`config.mk`:
```
export PLATFORM = sky130hd
export DESIGN_NAME = port_a_alt_function_pins
export DESIGN_NICKNAME = d
export VERILOG_FILES = /design/src/shared/pin_mux_pkg.sv /design/src/port_a_alt_function_pins.sv
export VERILOG_INCLUDE_DIRS = /design/src /design/src/shared
export SDC_FILE = /design/constraint.sdc
export NUM_CORES = 1
export LEC_CHECK = 0
export BUFFER_PORTS_ARGS = -buffer_cell sky130_fd_sc_hd__buf_2
export CAP_MARGIN = 40
export CORE_MARGIN = 4
export CORE_UTILIZATION = 53
export DETAILED_ROUTE_END_ITERATION = 6
export PLACE_DENSITY = 0.8
export SETUP_SLACK_MARGIN = 0.05
export SKIP_CTS_REPAIR_TIMING = 1
export SLEW_MARGIN = 0
export SYNTH_ARGS = -nofsm -noshare
export SYNTH_HDL_FRONTEND = slang
export SYNTH_SLANG_ARGS = --single-unit
export TNS_END_PERCENT = 100
```
`constraint.sdc`:
```
create_clock -name clk_i -period 3.1 [get_ports clk_i]
set_input_delay 0.62 -clock clk_i [delete_from_list [all_inputs] [get_ports clk_i]]
set_output_delay 0.62 -clock clk_i [all_outputs]
set_load 0.02 [all_outputs]
```
`src/shared/pin_mux_defines.svh`:
```
`ifndef PIN_MUX_DEFINES_SVH
`define PIN_MUX_DEFINES_SVH

// Byte addresses of the Wishbone registers
`define ADDR_CPU_CONTROL_STATUS  8'h00
`define ADDR_PORT_A_ALT_CFG      8'h04
`define ADDR_INTERFACE_CONFIG    8'h08
`define ADDR_FIFO_POLARITY       8'h0c
`define ADDR_WAKEUP_CONTROL      8'h10
`define ADDR_PORT_A_OE           8'h14
`define ADDR_PORT_A_OUT          8'h18
`define ADDR_PORT_A_IN           8'h1c
`define ADDR_IRQ_STATUS          8'h20
`define ADDR_IRQ_MASK            8'h24
`define ADDR_STATE               8'h28
`define ADDR_IRQ_SENSE           8'h2c

// Field positions
`define CPU_CTRL_CPU_CLOCK_OUTPUT_TRI  1
`define CPU_CTRL_RATE_LO     3
`define ALT_IRQ0          0
`define ALT_IRQ1          1
`define POL_OE            4
`define POL_COMMIT        5
`define WAKE_PIN2_EN      1
`define WAKE_PIN2_POL     4
`define WAKE_PIN2_SEL     7
`define OE_BIT3           3

// Interface mode code that hands Port A pins 2, 4, 5 and 6 to the slave FIFO
`define IFC_SLAVE_FIFO    2'h3

// Reset values
`define CPU_CTRL_RESET    8'h00
`define IFC_RESET         8'h00
`define POL_RESET         8'h00
`define WAKE_RESET        8'h00

// Status bits
`define ST_IRQ0    0
`define ST_IRQ1    1
`define ST_WAKE    2
`define ST_COMMIT  3

// Clock rates in MHz
`define CLK_MHZ    100

`endif

```
`src/shared/pin_mux_pkg.sv`:
```
`default_nettype none
package pin_mux_pkg;
    typedef enum logic [1:0] {
        RATE_12,
        RATE_24,
        RATE_48,
        RATE_RSVD
    } clk_rate_t;

    typedef enum {
        PWR_RUN,
        PWR_SUSPEND
    } pwr_state_t;

    typedef struct packed {
        logic [7:0] cpu_ctrl;
        logic [7:0] alt_cfg;
        logic [7:0] ifc;
        logic [7:0] polarity;
        logic [7:0] wake;
        logic [6:0] pa_oe;
        logic [6:0] pa_out;
        logic [1:0] irq_sense;
        logic [3:0] irq_status;
        logic [3:0] irq_mask;
        logic       irq_o;
        logic       ack;
        logic [31:0] dat;
        logic [6:0] pa_prev;
        logic [1:0] div_cnt;
        logic       clk_out;
        logic       clk_oe;
        logic       code_ext;
        logic       suspended;
        logic       osc_on;
        logic       core_rst;
        logic       oe_fifo;
        logic [1:0] fifo_sel;
        logic       commit;
        logic [6:0] pa_drv;
        logic [6:0] pa_en;
    } mux_state_t;
endpackage
`default_nettype wire

```
`src/port_a_alt_function_pins.sv`:
```
`include "pin_mux_defines.svh"
`default_nettype none
module port_a_alt_function_pins
    import pin_mux_pkg::*;
(
    input  wire logic        clk_i,
    input  wire logic        rst_i,
    input  wire logic        reset_pin_n_i,
    input  wire logic        code_fetch_external_sel_i,
    input  wire logic        suspend_req_i,
    input  wire logic [6:0]  port_a_in_i,
    output logic      [6:0]  port_a_out_o,
    output logic      [6:0]  port_a_oe_o,
    output logic             cpu_clock_output_o,
    output logic             cpu_clock_output_oe_o,
    output logic             code_fetch_external_o,
    output logic             suspended_o,
    output logic             oscillator_on_o,
    output logic             chip_reset_o,
    output logic             fifo_output_enable_o,
    output logic      [1:0]  fifo_select_o,
    output logic             packet_commit_o,
    output logic             irq_o,
    input  wire logic        wb_cyc_i,
    input  wire logic        wb_stb_i,
    input  wire logic        wb_we_i,
    input  wire logic [7:0]  wb_adr_i,
    input  wire logic [3:0]  wb_sel_i,
    input  wire logic [31:0] wb_dat_i,
    output logic      [31:0] wb_dat_o,
    output logic             wb_ack_o
);

    mux_state_t s;
    mux_state_t next_s;

    // Divider terminal count per selected rate
    function automatic logic [1:0] rate_top(input logic [1:0] rate);
        case (rate)
            2'h1:    rate_top = 2'h1;
            2'h2:    rate_top = 2'h0;
            default: rate_top = 2'h3;
        endcase
    endfunction

    logic       req;
    logic       wr;
    logic       fifo_mode;
    logic       irq0_lvl;
    logic       irq1_lvl;
    logic       irq0_fall;
    logic       irq1_fall;
    logic       wake_sel;
    logic       wake_act;
    logic       wake_edge;
    logic       commit_act;
    logic [3:0] events;
    logic [31:0] rd;

    // Bus decode and pin function decode
    always_comb begin
        req        = wb_cyc_i && wb_stb_i && !s.ack;
        wr         = req && wb_we_i && wb_sel_i[0];
        fifo_mode  = s.ifc[1:0] == `IFC_SLAVE_FIFO;
        irq0_lvl   = !port_a_in_i[0];
        irq1_lvl   = !port_a_in_i[1];
        irq0_fall  = s.pa_prev[0] && !port_a_in_i[0];
        irq1_fall  = s.pa_prev[1] && !port_a_in_i[1];
        wake_sel   = s.wake[`WAKE_PIN2_SEL] && !s.pa_oe[`OE_BIT3];
        wake_act   = wake_sel && s.wake[`WAKE_PIN2_EN]
                     && (port_a_in_i[3] == s.wake[`WAKE_PIN2_POL]);
        wake_edge  = wake_sel && s.wake[`WAKE_PIN2_EN] && (port_a_in_i[3] != s.pa_prev[3]);
        commit_act = fifo_mode && (port_a_in_i[6] == s.polarity[`POL_COMMIT]);
        events     = '0;
        if (s.alt_cfg[`ALT_IRQ0]) begin
            events[`ST_IRQ0] = s.irq_sense[0] ? irq0_fall : irq0_lvl;
        end
        if (s.alt_cfg[`ALT_IRQ1]) begin
            events[`ST_IRQ1] = s.irq_sense[1] ? irq1_fall : irq1_lvl;
        end
        events[`ST_WAKE]   = s.suspended && wake_edge;
        events[`ST_COMMIT] = commit_act && !s.commit;
        case (wb_adr_i)
            `ADDR_CPU_CONTROL_STATUS: rd = {24'h0, s.cpu_ctrl};
            `ADDR_PORT_A_ALT_CFG:     rd = {24'h0, s.alt_cfg};
            `ADDR_INTERFACE_CONFIG:   rd = {24'h0, s.ifc};
            `ADDR_FIFO_POLARITY:      rd = {24'h0, s.polarity};
            `ADDR_WAKEUP_CONTROL:     rd = {24'h0, s.wake};
            `ADDR_PORT_A_OE:          rd = {25'h0, s.pa_oe};
            `ADDR_PORT_A_OUT:         rd = {25'h0, s.pa_out};
            `ADDR_PORT_A_IN:          rd = {25'h0, port_a_in_i};
            `ADDR_IRQ_STATUS:         rd = {28'h0, s.irq_status};
            `ADDR_IRQ_MASK:           rd = {28'h0, s.irq_mask};
            `ADDR_STATE:              rd = {29'h0, s.osc_on, s.suspended, s.code_ext};
            `ADDR_IRQ_SENSE:          rd = {30'h0, s.irq_sense};
            default:                  rd = 32'h0;
        endcase
    end

    // Next state of the whole block
    always_comb begin
        next_s         = s;
        next_s.ack     = req;
        next_s.dat     = req ? rd : 32'h0;
        next_s.pa_prev = port_a_in_i;
        if (wr) begin
            case (wb_adr_i)
                `ADDR_CPU_CONTROL_STATUS: next_s.cpu_ctrl = wb_dat_i[7:0];
                `ADDR_PORT_A_ALT_CFG:     next_s.alt_cfg  = wb_dat_i[7:0];
                `ADDR_INTERFACE_CONFIG:   next_s.ifc      = wb_dat_i[7:0];
                `ADDR_FIFO_POLARITY:      next_s.polarity = wb_dat_i[7:0];
                `ADDR_WAKEUP_CONTROL:     next_s.wake     = wb_dat_i[7:0];
                `ADDR_PORT_A_OE:          next_s.pa_oe    = wb_dat_i[6:0];
                `ADDR_PORT_A_OUT:         next_s.pa_out   = wb_dat_i[6:0];
                `ADDR_IRQ_MASK:           next_s.irq_mask = wb_dat_i[3:0];
                `ADDR_IRQ_SENSE:          next_s.irq_sense = wb_dat_i[1:0];
                default: begin
                end
            endcase
        end
        // Write one clears; a same-cycle event still sets
        if (wr && wb_adr_i == `ADDR_IRQ_STATUS) begin
            next_s.irq_status = s.irq_status & ~wb_dat_i[3:0];
        end
        next_s.irq_status = next_s.irq_status | events;
        next_s.irq_o      = |(next_s.irq_status & next_s.irq_mask);
        if (s.div_cnt >= rate_top(s.cpu_ctrl[`CPU_CTRL_RATE_LO +: 2])) begin
            next_s.div_cnt = 2'h0;
            next_s.clk_out = !s.clk_out;
        end else begin
            next_s.div_cnt = s.div_cnt + 2'h1;
        end
        next_s.clk_oe   = !s.cpu_ctrl[`CPU_CTRL_CPU_CLOCK_OUTPUT_TRI];
        next_s.code_ext = code_fetch_external_sel_i;
        if (!s.suspended && suspend_req_i && !wake_act) begin
            next_s.suspended = 1'b1;
            next_s.osc_on    = 1'b0;
        end
        if (s.suspended && wake_edge) begin
            next_s.suspended = 1'b0;
            next_s.osc_on    = 1'b1;
        end
        next_s.oe_fifo  = fifo_mode && (port_a_in_i[2] == s.polarity[`POL_OE]);
        next_s.fifo_sel = fifo_mode ? port_a_in_i[5:4] : 2'h0;
        next_s.commit   = commit_act;
        // pins driven only as plain outputs, alternates input only
        next_s.pa_en    = s.pa_oe;
        next_s.pa_drv   = s.pa_out;
        if (s.alt_cfg[`ALT_IRQ0]) next_s.pa_en[0] = 1'b0;
        if (s.alt_cfg[`ALT_IRQ1]) next_s.pa_en[1] = 1'b0;
        if (fifo_mode) begin
            next_s.pa_en[2] = 1'b0;
            next_s.pa_en[5:4] = 2'h0;
            next_s.pa_en[6] = 1'b0;
        end
        if (wake_sel) next_s.pa_en[3] = 1'b0;
        next_s.core_rst = !reset_pin_n_i;
        // reset pin resets the whole chip; code fetch select keeps following its input
        if (!reset_pin_n_i) begin
            next_s          = '0;
            next_s.core_rst = 1'b1;
            next_s.osc_on   = 1'b1;
            next_s.clk_oe   = 1'b1;
            next_s.code_ext = code_fetch_external_sel_i;
        end
    end

    // State register; reset gives 12 MHz rate code
    always_ff @(posedge clk_i) begin
        if (rst_i) begin
            s          <= '0;
            s.cpu_ctrl <= `CPU_CTRL_RESET;
            s.ifc      <= `IFC_RESET;
            s.polarity <= `POL_RESET;
            s.wake     <= `WAKE_RESET;
            s.osc_on   <= 1'b1;
            s.clk_oe   <= 1'b1;
            s.pa_prev  <= 7'h7f;
        end else begin
            s <= next_s;
        end
    end

    // Outputs straight from the state register
    assign port_a_out_o          = s.pa_drv;
    assign port_a_oe_o           = s.pa_en;
    assign cpu_clock_output_o    = s.clk_out;
    assign cpu_clock_output_oe_o = s.clk_oe;
    assign code_fetch_external_o = s.code_ext;
    assign suspended_o           = s.suspended;
    assign oscillator_on_o       = s.osc_on;
    assign chip_reset_o          = s.core_rst;
    assign fifo_output_enable_o  = s.oe_fifo;
    assign fifo_select_o         = s.fifo_sel;
    assign packet_commit_o       = s.commit;
    assign irq_o                 = s.irq_o;
    assign wb_dat_o              = s.dat;
    assign wb_ack_o              = s.ack;

endmodule
`default_nettype wire

```
======== Yosys cells after proc, flatten, opt, wreduce, memory -nomap -nowiden ========
Index checks and enable logic that the tools add are counted.
word-level totals
  register bits ........................... 128
  output and inout bits ................... 58
  input bits .............................. 59
operators by class
  eq/ne operators ......................... 18
  order comparisons ....................... 1
  add/sub/neg operators ................... 1
  reduce and logical (&&, ||, !) cells .... 46
  muxes and demuxes ....................... 20
  bitwise operators ....................... 7
operators by type and width
  kind                   number
  $pmux W8 S12           1
  $eq A8 B5 Y1 const B   4
  $eq A8 B6 Y1 const B   4
  $mux W30               1
  $reduce_or A3 Y1       8
  $logic_and A1 B1 Y1    17
  $eq A8 B4 Y1 const B   2
  $reduce_and A2 Y1      8
  $mux W4                3
  $logic_not A1 Y1       10
  $mux W1                9
  $and A4 B4 Y4          2
  $eq A8 B3 Y1 const B   1
  $logic_not A8 Y1       1
  $mux W2                4
  $eq A2 B2 Y1 const B   2
  $not A4 Y4             1
  $or A4 B4 Y4           1
  $pmux W2 S2            1
  $reduce_or A4 Y1       1
  $eq A1 B1 Y1           3
  $mux W3                1
  $not A1 Y1             3
  $add A2 B1 Y2 const B  1
  4 further kinds        4

======== Depth between registers and ports, before layout ========
Gate-level depths: netlist of the first run.
  depth after elaboration ................. 9
  depth in mapped cells ................... 8
  mapped depth without buffers ............ 8

======== Least setup slack after synthesis of the first run ========
OpenSTA, ideal clock, no wires.
  path type ............................... input to register
  start ................................... in wb_adr_i[2]
  end ..................................... reg s, in the netlist irq_o
  path buffers ............................ 2
  required time ........................... 2.985 ns
  stages on the path ...................... 7
  setup slack ............................. 0.672 ns
  arrival ................................. 2.314 ns
  cell sequence ........................... buf_6 -> or4_4 -> buf_6 -> or4_4 -> a211oi_2 -> o22ai_1 -> o21a_1
between the ends
  word-level cells in the longest chain between the ends .. 6
  elaborated cells on any way between the ends .. 9
  those cells by class .................... 2 x eq/ne; 3 x mux; 2 x bitwise; 2 x reduce/logical
RTL lines
  element                        line                             text
  from (decl)                    port_a_alt_function_pins.sv:27   input wire logic [7:0] wb_adr_i,
  $eq A8 B6 Y1                   -
  $logic_and A1 B1 Y1 (no line)  -
  $mux W4                        port_a_alt_function_pins.sv:122  if (wr && wb_adr_i == `ADDR_IRQ_STATUS) begin
  $or A4 B4 Y4                   port_a_alt_function_pins.sv:125  next_s.irq_status = next_s.irq_status | events;
  $and A4 B4 Y4 (*)              port_a_alt_function_pins.sv:126  next_s.irq_o = |(next_s.irq_status & next_s.irq_mask);
  $reduce_or A4 Y1 (*)           port_a_alt_function_pins.sv:126
  to (signal assigned)           port_a_alt_function_pins.sv:180  s <= next_s;
  to (decl)                      port_a_alt_function_pins.sv:34   mux_state_t s;
Every way passes the cells marked *; elsewhere a longest branch is shown, timed or not.
A chain may end at the register's enable or synchronous reset.

======== Final worst setup path of the first run ========
  start ................................... in wb_adr_i[1]
  end ..................................... reg s, in the netlist irq_o
The elaborated chain is that of the path after synthesis.

==> flow_metrics.py, run 1 <==
metrics = {
    "sta": {
        "clock.fmax_mhz": 425,
        "finalSetupTns_ns": 0,
        "maxSlewHeadroom_pct": 50.2,
        "setup_violations": 0,
        "worst_pin_slew_ns": 0.747,
        "fin_worst_skew_ns": 0.0146,
        "hold_violations": 0,
        "slew_violations": 0,
        "setup_ws_ns": 0.746,
        "fin_crit_ns": 2.35,
        "finalCritPeriodShare_pct": 75.9,
        "rsz0062_at_grt": "false",
    },
    "floorplanning": {
        "chipWidth_um": 101,
        "io_pins": 117,
        "dieArea_um2": 10200,
        "core_area_um2": 8300,
        "num_rows": 33,
        "initial_core_util_pct": 55.2,
        "die_h_um": 101,
    },
    "min_path": {
        "hp-start": "s[124]",
        "worstHoldEndpoint": "cpu_clock_output_oe_o",
        "hold_path_depth": 1,
        "hold_path.class": "reg2reg",
    },
    "global_routing": {
        "grt_pass1_wl_um": 16700,
        "antenna_found_initial": 0,
        "overflow": 0,
        "track_usage_pct": 20.9,
        "grt_pass1_vias": 3292,
        "grt_max_degree": 73,
    },
    "synth": {
        "synthTopCellsByCount": "dfxtp_1, nor2_1, mux2i_1",
        "synth_ff_type": "dfxtp_1",
        "syn_inst": 468,
        "synth_top_area_share_pct": 45.0,
        "avgSynthCellArea_um2": 9.79,
        "ys_warn_count": 0,
        "synth.area.top_cells": "dfxtp_1, mux2i_1, buf_4, nor2_1, a22oi_1",
        "yosysMostFrequentCell": "dfxtp_1",
        "syn_area_um2": 4580,
        "synth_edf_count": 0,
        "yosysSeqAreaShare_pct": 45.0,
        "synth_cell_types": 53,
        "async_reset_ff_share_pct": 0,
        "synth_top_cell_by_area": "dfxtp_1",
        "ys_seq_elements": 103,
    },
    "routing": {
        "wl_met3_um": 929,
        "drcViolationCount": 0,
        "vias_per_cell": 5.68,
        "top_layer": "met4",
        "drt-initial-drc-count": 369,
        "firstDrtPassIters": 6,
        "wl_met2_um": 5010,
        "wl_per_cell_um": 17.4,
        "vias": 3504,
        "wl_met1_um": 4590,
        "finalWirelength_um": 10800,
        "detail-route-antenna-nets": 0,
    },
    "finish": {
        "drive_gt1_share_pct": 20.7,
        "diodes": 0,
        "fillCellCount": 712,
        "nNetsFinal": 569,
        "syn_to_final_growth_pct": 8.33,
    },
    "worst_setup_path": {
        "cp.required_ns": 3.36,
        "r2r_end": "s[86]",
        "path_buf_inv": 1,
        "start_kind": "input pin",
        "cp_max_fo": 8,
        "cpLargestDelayFamily": "simple AND/OR/NAND/NOR gates",
        "cp-end-kind": "register",
        "path_class": "in2reg",
        "cp_slowest_cell": "or4b_1",
        "worst-r2r-cell-count": 6,
        "reg2reg_from": "wb_ack_o",
        "reg2reg_slack_ns": 0.95,
        "slowest_delay_ns": 0.74,
        "crit_arrival_ns": 2.61,
        "cp_cell_sequence": "buf_2 > or4b_1 > nor4_4 > mux2i_1 > o22ai_1 > o21a_1",
    },
    "pwr": {
        "cellLeakagePower_nw": 1.86,
        "peakVddDrop_mv": 0.251,
        "power_density_nw_per_um2": 486,
    },
    "clock_tree": {
        "clockBufferDepth": 2,
        "clk_pin_slew_ns": 0.09,
        "h-tree-depth": 3,
        "cts-root-buf": "clkbuf_8",
        "cts_buffers": 9,
        "clock_sinks": 103,
        "worstSkewPairLatency_ns": 0.37,
        "cts_tree": "built",
    },
    "run_status": {
        "outcome": "complete, no violations",
    },
    "placed_design": {
        "dp_hpwl_um": 7610,
        "io_buffers": 65,
        "post-place-ws_ns": 0.399,
        "globalplace.congestion": 0.932,
    },
    "job": {
        "maxCapViolations": 0,
    },
}
==> sequential cells by signal (all words and copies together), names as in the netlist <==
| register | count |
|---|---|
| chip_reset_o | 1 |
| code_fetch_external_o | 1 |
| cpu_clock_output_o | 1 |
| cpu_clock_output_oe_o | 1 |
| fifo_output_enable_o | 1 |
| fifo_select_o | 2 |
| irq_o | 1 |
| oscillator_on_o | 1 |
| packet_commit_o | 1 |
| port_a_oe_o | 7 |
| port_a_out_o | 7 |
| s | 69 |
| suspended_o | 1 |
| wb_ack_o | 1 |
| wb_dat_o | 8 |
==> where the power goes <==
part           internal [mW]  total, mW  switching, mW
Combinational         0.0378      0.143          0.105
Sequential              1.33       1.33        0.00439
Clock                  0.481      0.939          0.458
==> placed cells by master (no fill, tap or decap), types with 4 or more instances in the layout <==
cell type / instances
clkbuf_8: 10
nor2_1: 81
and3_1: 5
conb_1: 24
nand2_1: 11
mux2i_1: 62
a21oi_1: 5
a22oi_1: 17
a31oi_1: 8
inv_1: 8
buf_4: 12
and2_1: 11
a22o_1: 5
xor2_1: 4
o22ai_1: 7
buf_2: 65
dfxtp_1: 103
nor2b_1: 6
==> routing by layer <==
metal  vias to the layer above  global-route usage, %
met5                         -                      0
met4                         0                   7.46
met3                        22                   4.22
met2                       184                   33.7
met1                      1660                   27.9
li1                       1638                      -
==> cells by family (layout without fill, tap and decap cells) <==
group	Yosys count	after routing	synth area share, %
xor+xnor	6	6	1.15
other cells	1	24	0.0818
mux	63	63	14.1
simple gates	149	149	17.5
buf+inv	80	101	11.2
flops	103	103	45.0
fa+ha+maj	3	3	0.819
compound gates	63	63	10.2
==> stage by stage <==
stage	instance area (µm²)	power (mW)	std cells	hold slack (ns)	utilization (%)
final	4960	2.42	617	0.418	59.8
after global routing	4960	2.49	617	0.449	59.8
after CTS	4960	2.42	617	0.423	59.8
after detailed placement	4730	1.50	601	0.393	57.0
after global placement	4730	1.50	601	0.391	57.0
after floorplan	4670	1.48	491	0.370	-
==> final cells by class <==
cell class,instances,area [µm²],share of cell area (%)
clock buffer,10,138,2.77
sequential,103,2060,41.5
timing repair buffer,77,415,8.37
multi-input combinational,308,2100,42.2
inverter,8,30.0,0.605
clock inverter,6,92.6,1.86
tap,105,131,2.65
==> worst max-delay path by stage <==
| stage | cells past startpoint | slack, ns | start | endpoint |
|---|---|---|---|---|
| 2_1_floorplan | 7 | 0.67 | wb_adr_i[2] | irq_o |
| 3_3_place_gp | 6 | 0.47 | wb_adr_i[1] | irq_o |
| 3_5_place_dp | 6 | 0.40 | wb_adr_i[1] | irq_o |
| 4_1_cts | 6 | 0.79 | wb_adr_i[1] | irq_o |
| 5_1_grt | 6 | 0.72 | wb_adr_i[1] | irq_o |
| 6_report | 6 | 0.75 | wb_adr_i[1] | irq_o |
Note: power is estimated with default switching activity, not from simulation.
==> run 2, diff against run 1 <==
Clock period 3.1 ns to 2.17 ns, I/O delays scaled along.
==> flow_metrics.py, run 2 (same netlist as run 1, synthesis figures left out) <==
metrics = {
    "pwr": {
        "p_int_mw": 2.55,
        "swShare_pct": 24.4,
        "p_seq_share_pct": 56.6,
        "peakVddDrop_mv": 0.375,
        "power.switching_mw": 0.820,
        "pwr-share-comb_pct": 6.7,
        "cellLeakagePower_nw": 2.03,
        "clkPwrFrac_pct": 36.7,
        "power_mw": 3.37,
        "power_density_nw_per_um2": 643,
    },
    "global_routing": {
        "track_usage_pct": 21.8,
        "antenna_found_initial": 0,
        "overflow": 0,
        "grt_max_degree": 73,
        "grt_pass1_wl_um": 17300,
        "grt_pass1_vias": 3376,
    },
    "placed_design": {
        "post-place-ws_ns": -0.101,
        "globalplace.congestion": 0.877,
        "placed_cell_area_um2": 5030,
        "dp_hpwl_um": 7990,
        "io_buffers": 65,
    },
    "finish": {
        "nNetsFinal": 602,
        "fillCellCount": 671,
        "largest-register": "s",
        "largest_reg_flops": 69,
        "syn_to_final_growth_pct": 14.3,
        "diodes": 0,
        "mostFrequentLayoutCell": "dfxtp_1",
        "final_area_um2": 5240,
        "drive_gt1_share_pct": 25.3,
        "mostFrequentLayoutCells": "dfxtp_1, nor2_1, buf_2",
    },
    "routing": {
        "wl_per_cell_um": 16.9,
        "drt-initial-drc-count": 287,
        "firstDrtPassIters": 5,
        "vias_per_cell": 5.48,
        "finalWirelength_um": 11000,
        "drcViolationCount": 0,
        "detail-route-antenna-nets": 0,
        "vias": 3561,
    },
    "floorplanning": {
        "die_h_um": 101,
        "dieArea_um2": 10200,
        "num_rows": 33,
        "chipWidth_um": 101,
        "initial_core_util_pct": 55.2,
        "io_pins": 117,
        "core_area_um2": 8300,
    },
    "sta": {
        "fin_crit_ns": 1.91,
        "finalCritPeriodShare_pct": 87.9,
        "slew_violations": 0,
        "clock.fmax_mhz": 524,
        "setup_violations": 0,
        "setup_ws_ns": 0.263,
        "fin_worst_skew_ns": 0.0135,
        "rsz0062_at_grt": "false",
        "hold_violations": 0,
    },
    "worst_setup_path": {
        "cpLargestDelayFamily": "simple AND/OR/NAND/NOR gates",
        "cp_slowest_cell": "or4b_1",
        "cp_cell_sequence": "buf_2 > or4b_1 > nor4_4 > buf_4 > mux2i_1 > o22ai_1 > o21a_1",
        "cp_max_fo": 4,
        "path_buf_inv": 2,
        "slowest_delay_ns": 0.62,
        "cp-end-kind": "register",
        "path_class": "in2reg",
        "start_kind": "input pin",
        "cp.required_ns": 2.42,
        "crit_arrival_ns": 2.16,
    },
    "clock_tree": {
        "clockBufferDepth": 2,
        "h-tree-depth": 3,
        "cts-root-buf": "clkbuf_8",
        "worstSkewPairLatency_ns": 0.36,
        "cts_buffers": 9,
        "clk_pin_slew_ns": 0.09,
        "cts_tree": "built",
        "clock_sinks": 103,
    },
    "job": {
        "maxCapViolations": 0,
    },
    "min_path": {
        "hold_path.class": "in2reg",
    },
    "run_status": {
        "outcome": "complete, no violations",
    },
}
[run 2: changes by cell type in the layout (fill, tap and decap cells not counted)]
cell       change
buf_12         +4
buf_4         +29
bufinv_16      -1
clkbuf_1       +1
clkinv_4       -1
inv_6          +1
[run 2: final timing paths]
| kind | cells after the start | from | slack, ns | endpoint |
|---|---|---|---|---|
| worst min register to register | 1 | s[124] | 0.43 | cpu_clock_output_oe_o |
| worst min-delay path | 2 | code_fetch_external_sel_i | 0.28 | code_fetch_external_o |
| worst max register to register | 6 | wb_ack_o | 0.35 | s[86] |
| worst max-delay path | 7 | wb_adr_i[1] | 0.26 | irq_o |
[run 2: power by group through the flow]
stage	Clock (mW)	Sequential (mW)	Combinational, mW
floorplan	0	1.95	0.155
global placement	0	1.95	0.220
detailed placement	0	1.95	0.222
CTS	1.25	1.91	0.223
global route	1.34	1.91	0.245
finish	1.23	1.91	0.226
[run 2: layout make-up]
type                       instances  area (µm²)  area share (%)
multi-input combinational        308        2100            40.0
sequential                       103        2060            39.4
timing repair buffer             110         713            13.6
clock buffer                      11         141            2.70
tap                              105         131            2.51
clock inverter                     5        62.6            1.19
inverter                           8        30.0           0.573
[run 2: layer usage]
metal | track usage (%) | up-vias | part of all wire [%] | routed length, µm
met5 | 0 | - | 0 | 0
met4 | 9.92 | 0 | 2.1 | 227
met3 | 4.29 | 22 | 6.8 | 750
met2 | 32.4 | 155 | 45 | 4930
met1 | 30.6 | 1685 | 46 | 5060
li1 | - | 1699 | - | -
[run 2: stage by stage]
step	hold slack, ns	instances	util (%)	setup TNS (ns)
2_1_floorplan	0.370	491	-	-0.0265
3_3_place_gp	0.395	634	60.6	-0.493
3_5_place_dp	0.408	634	60.6	-0.729
4_1_cts	0.267	650	63.1	0
5_1_grt	0.278	650	63.1	0
6_report	0.277	650	63.1	0
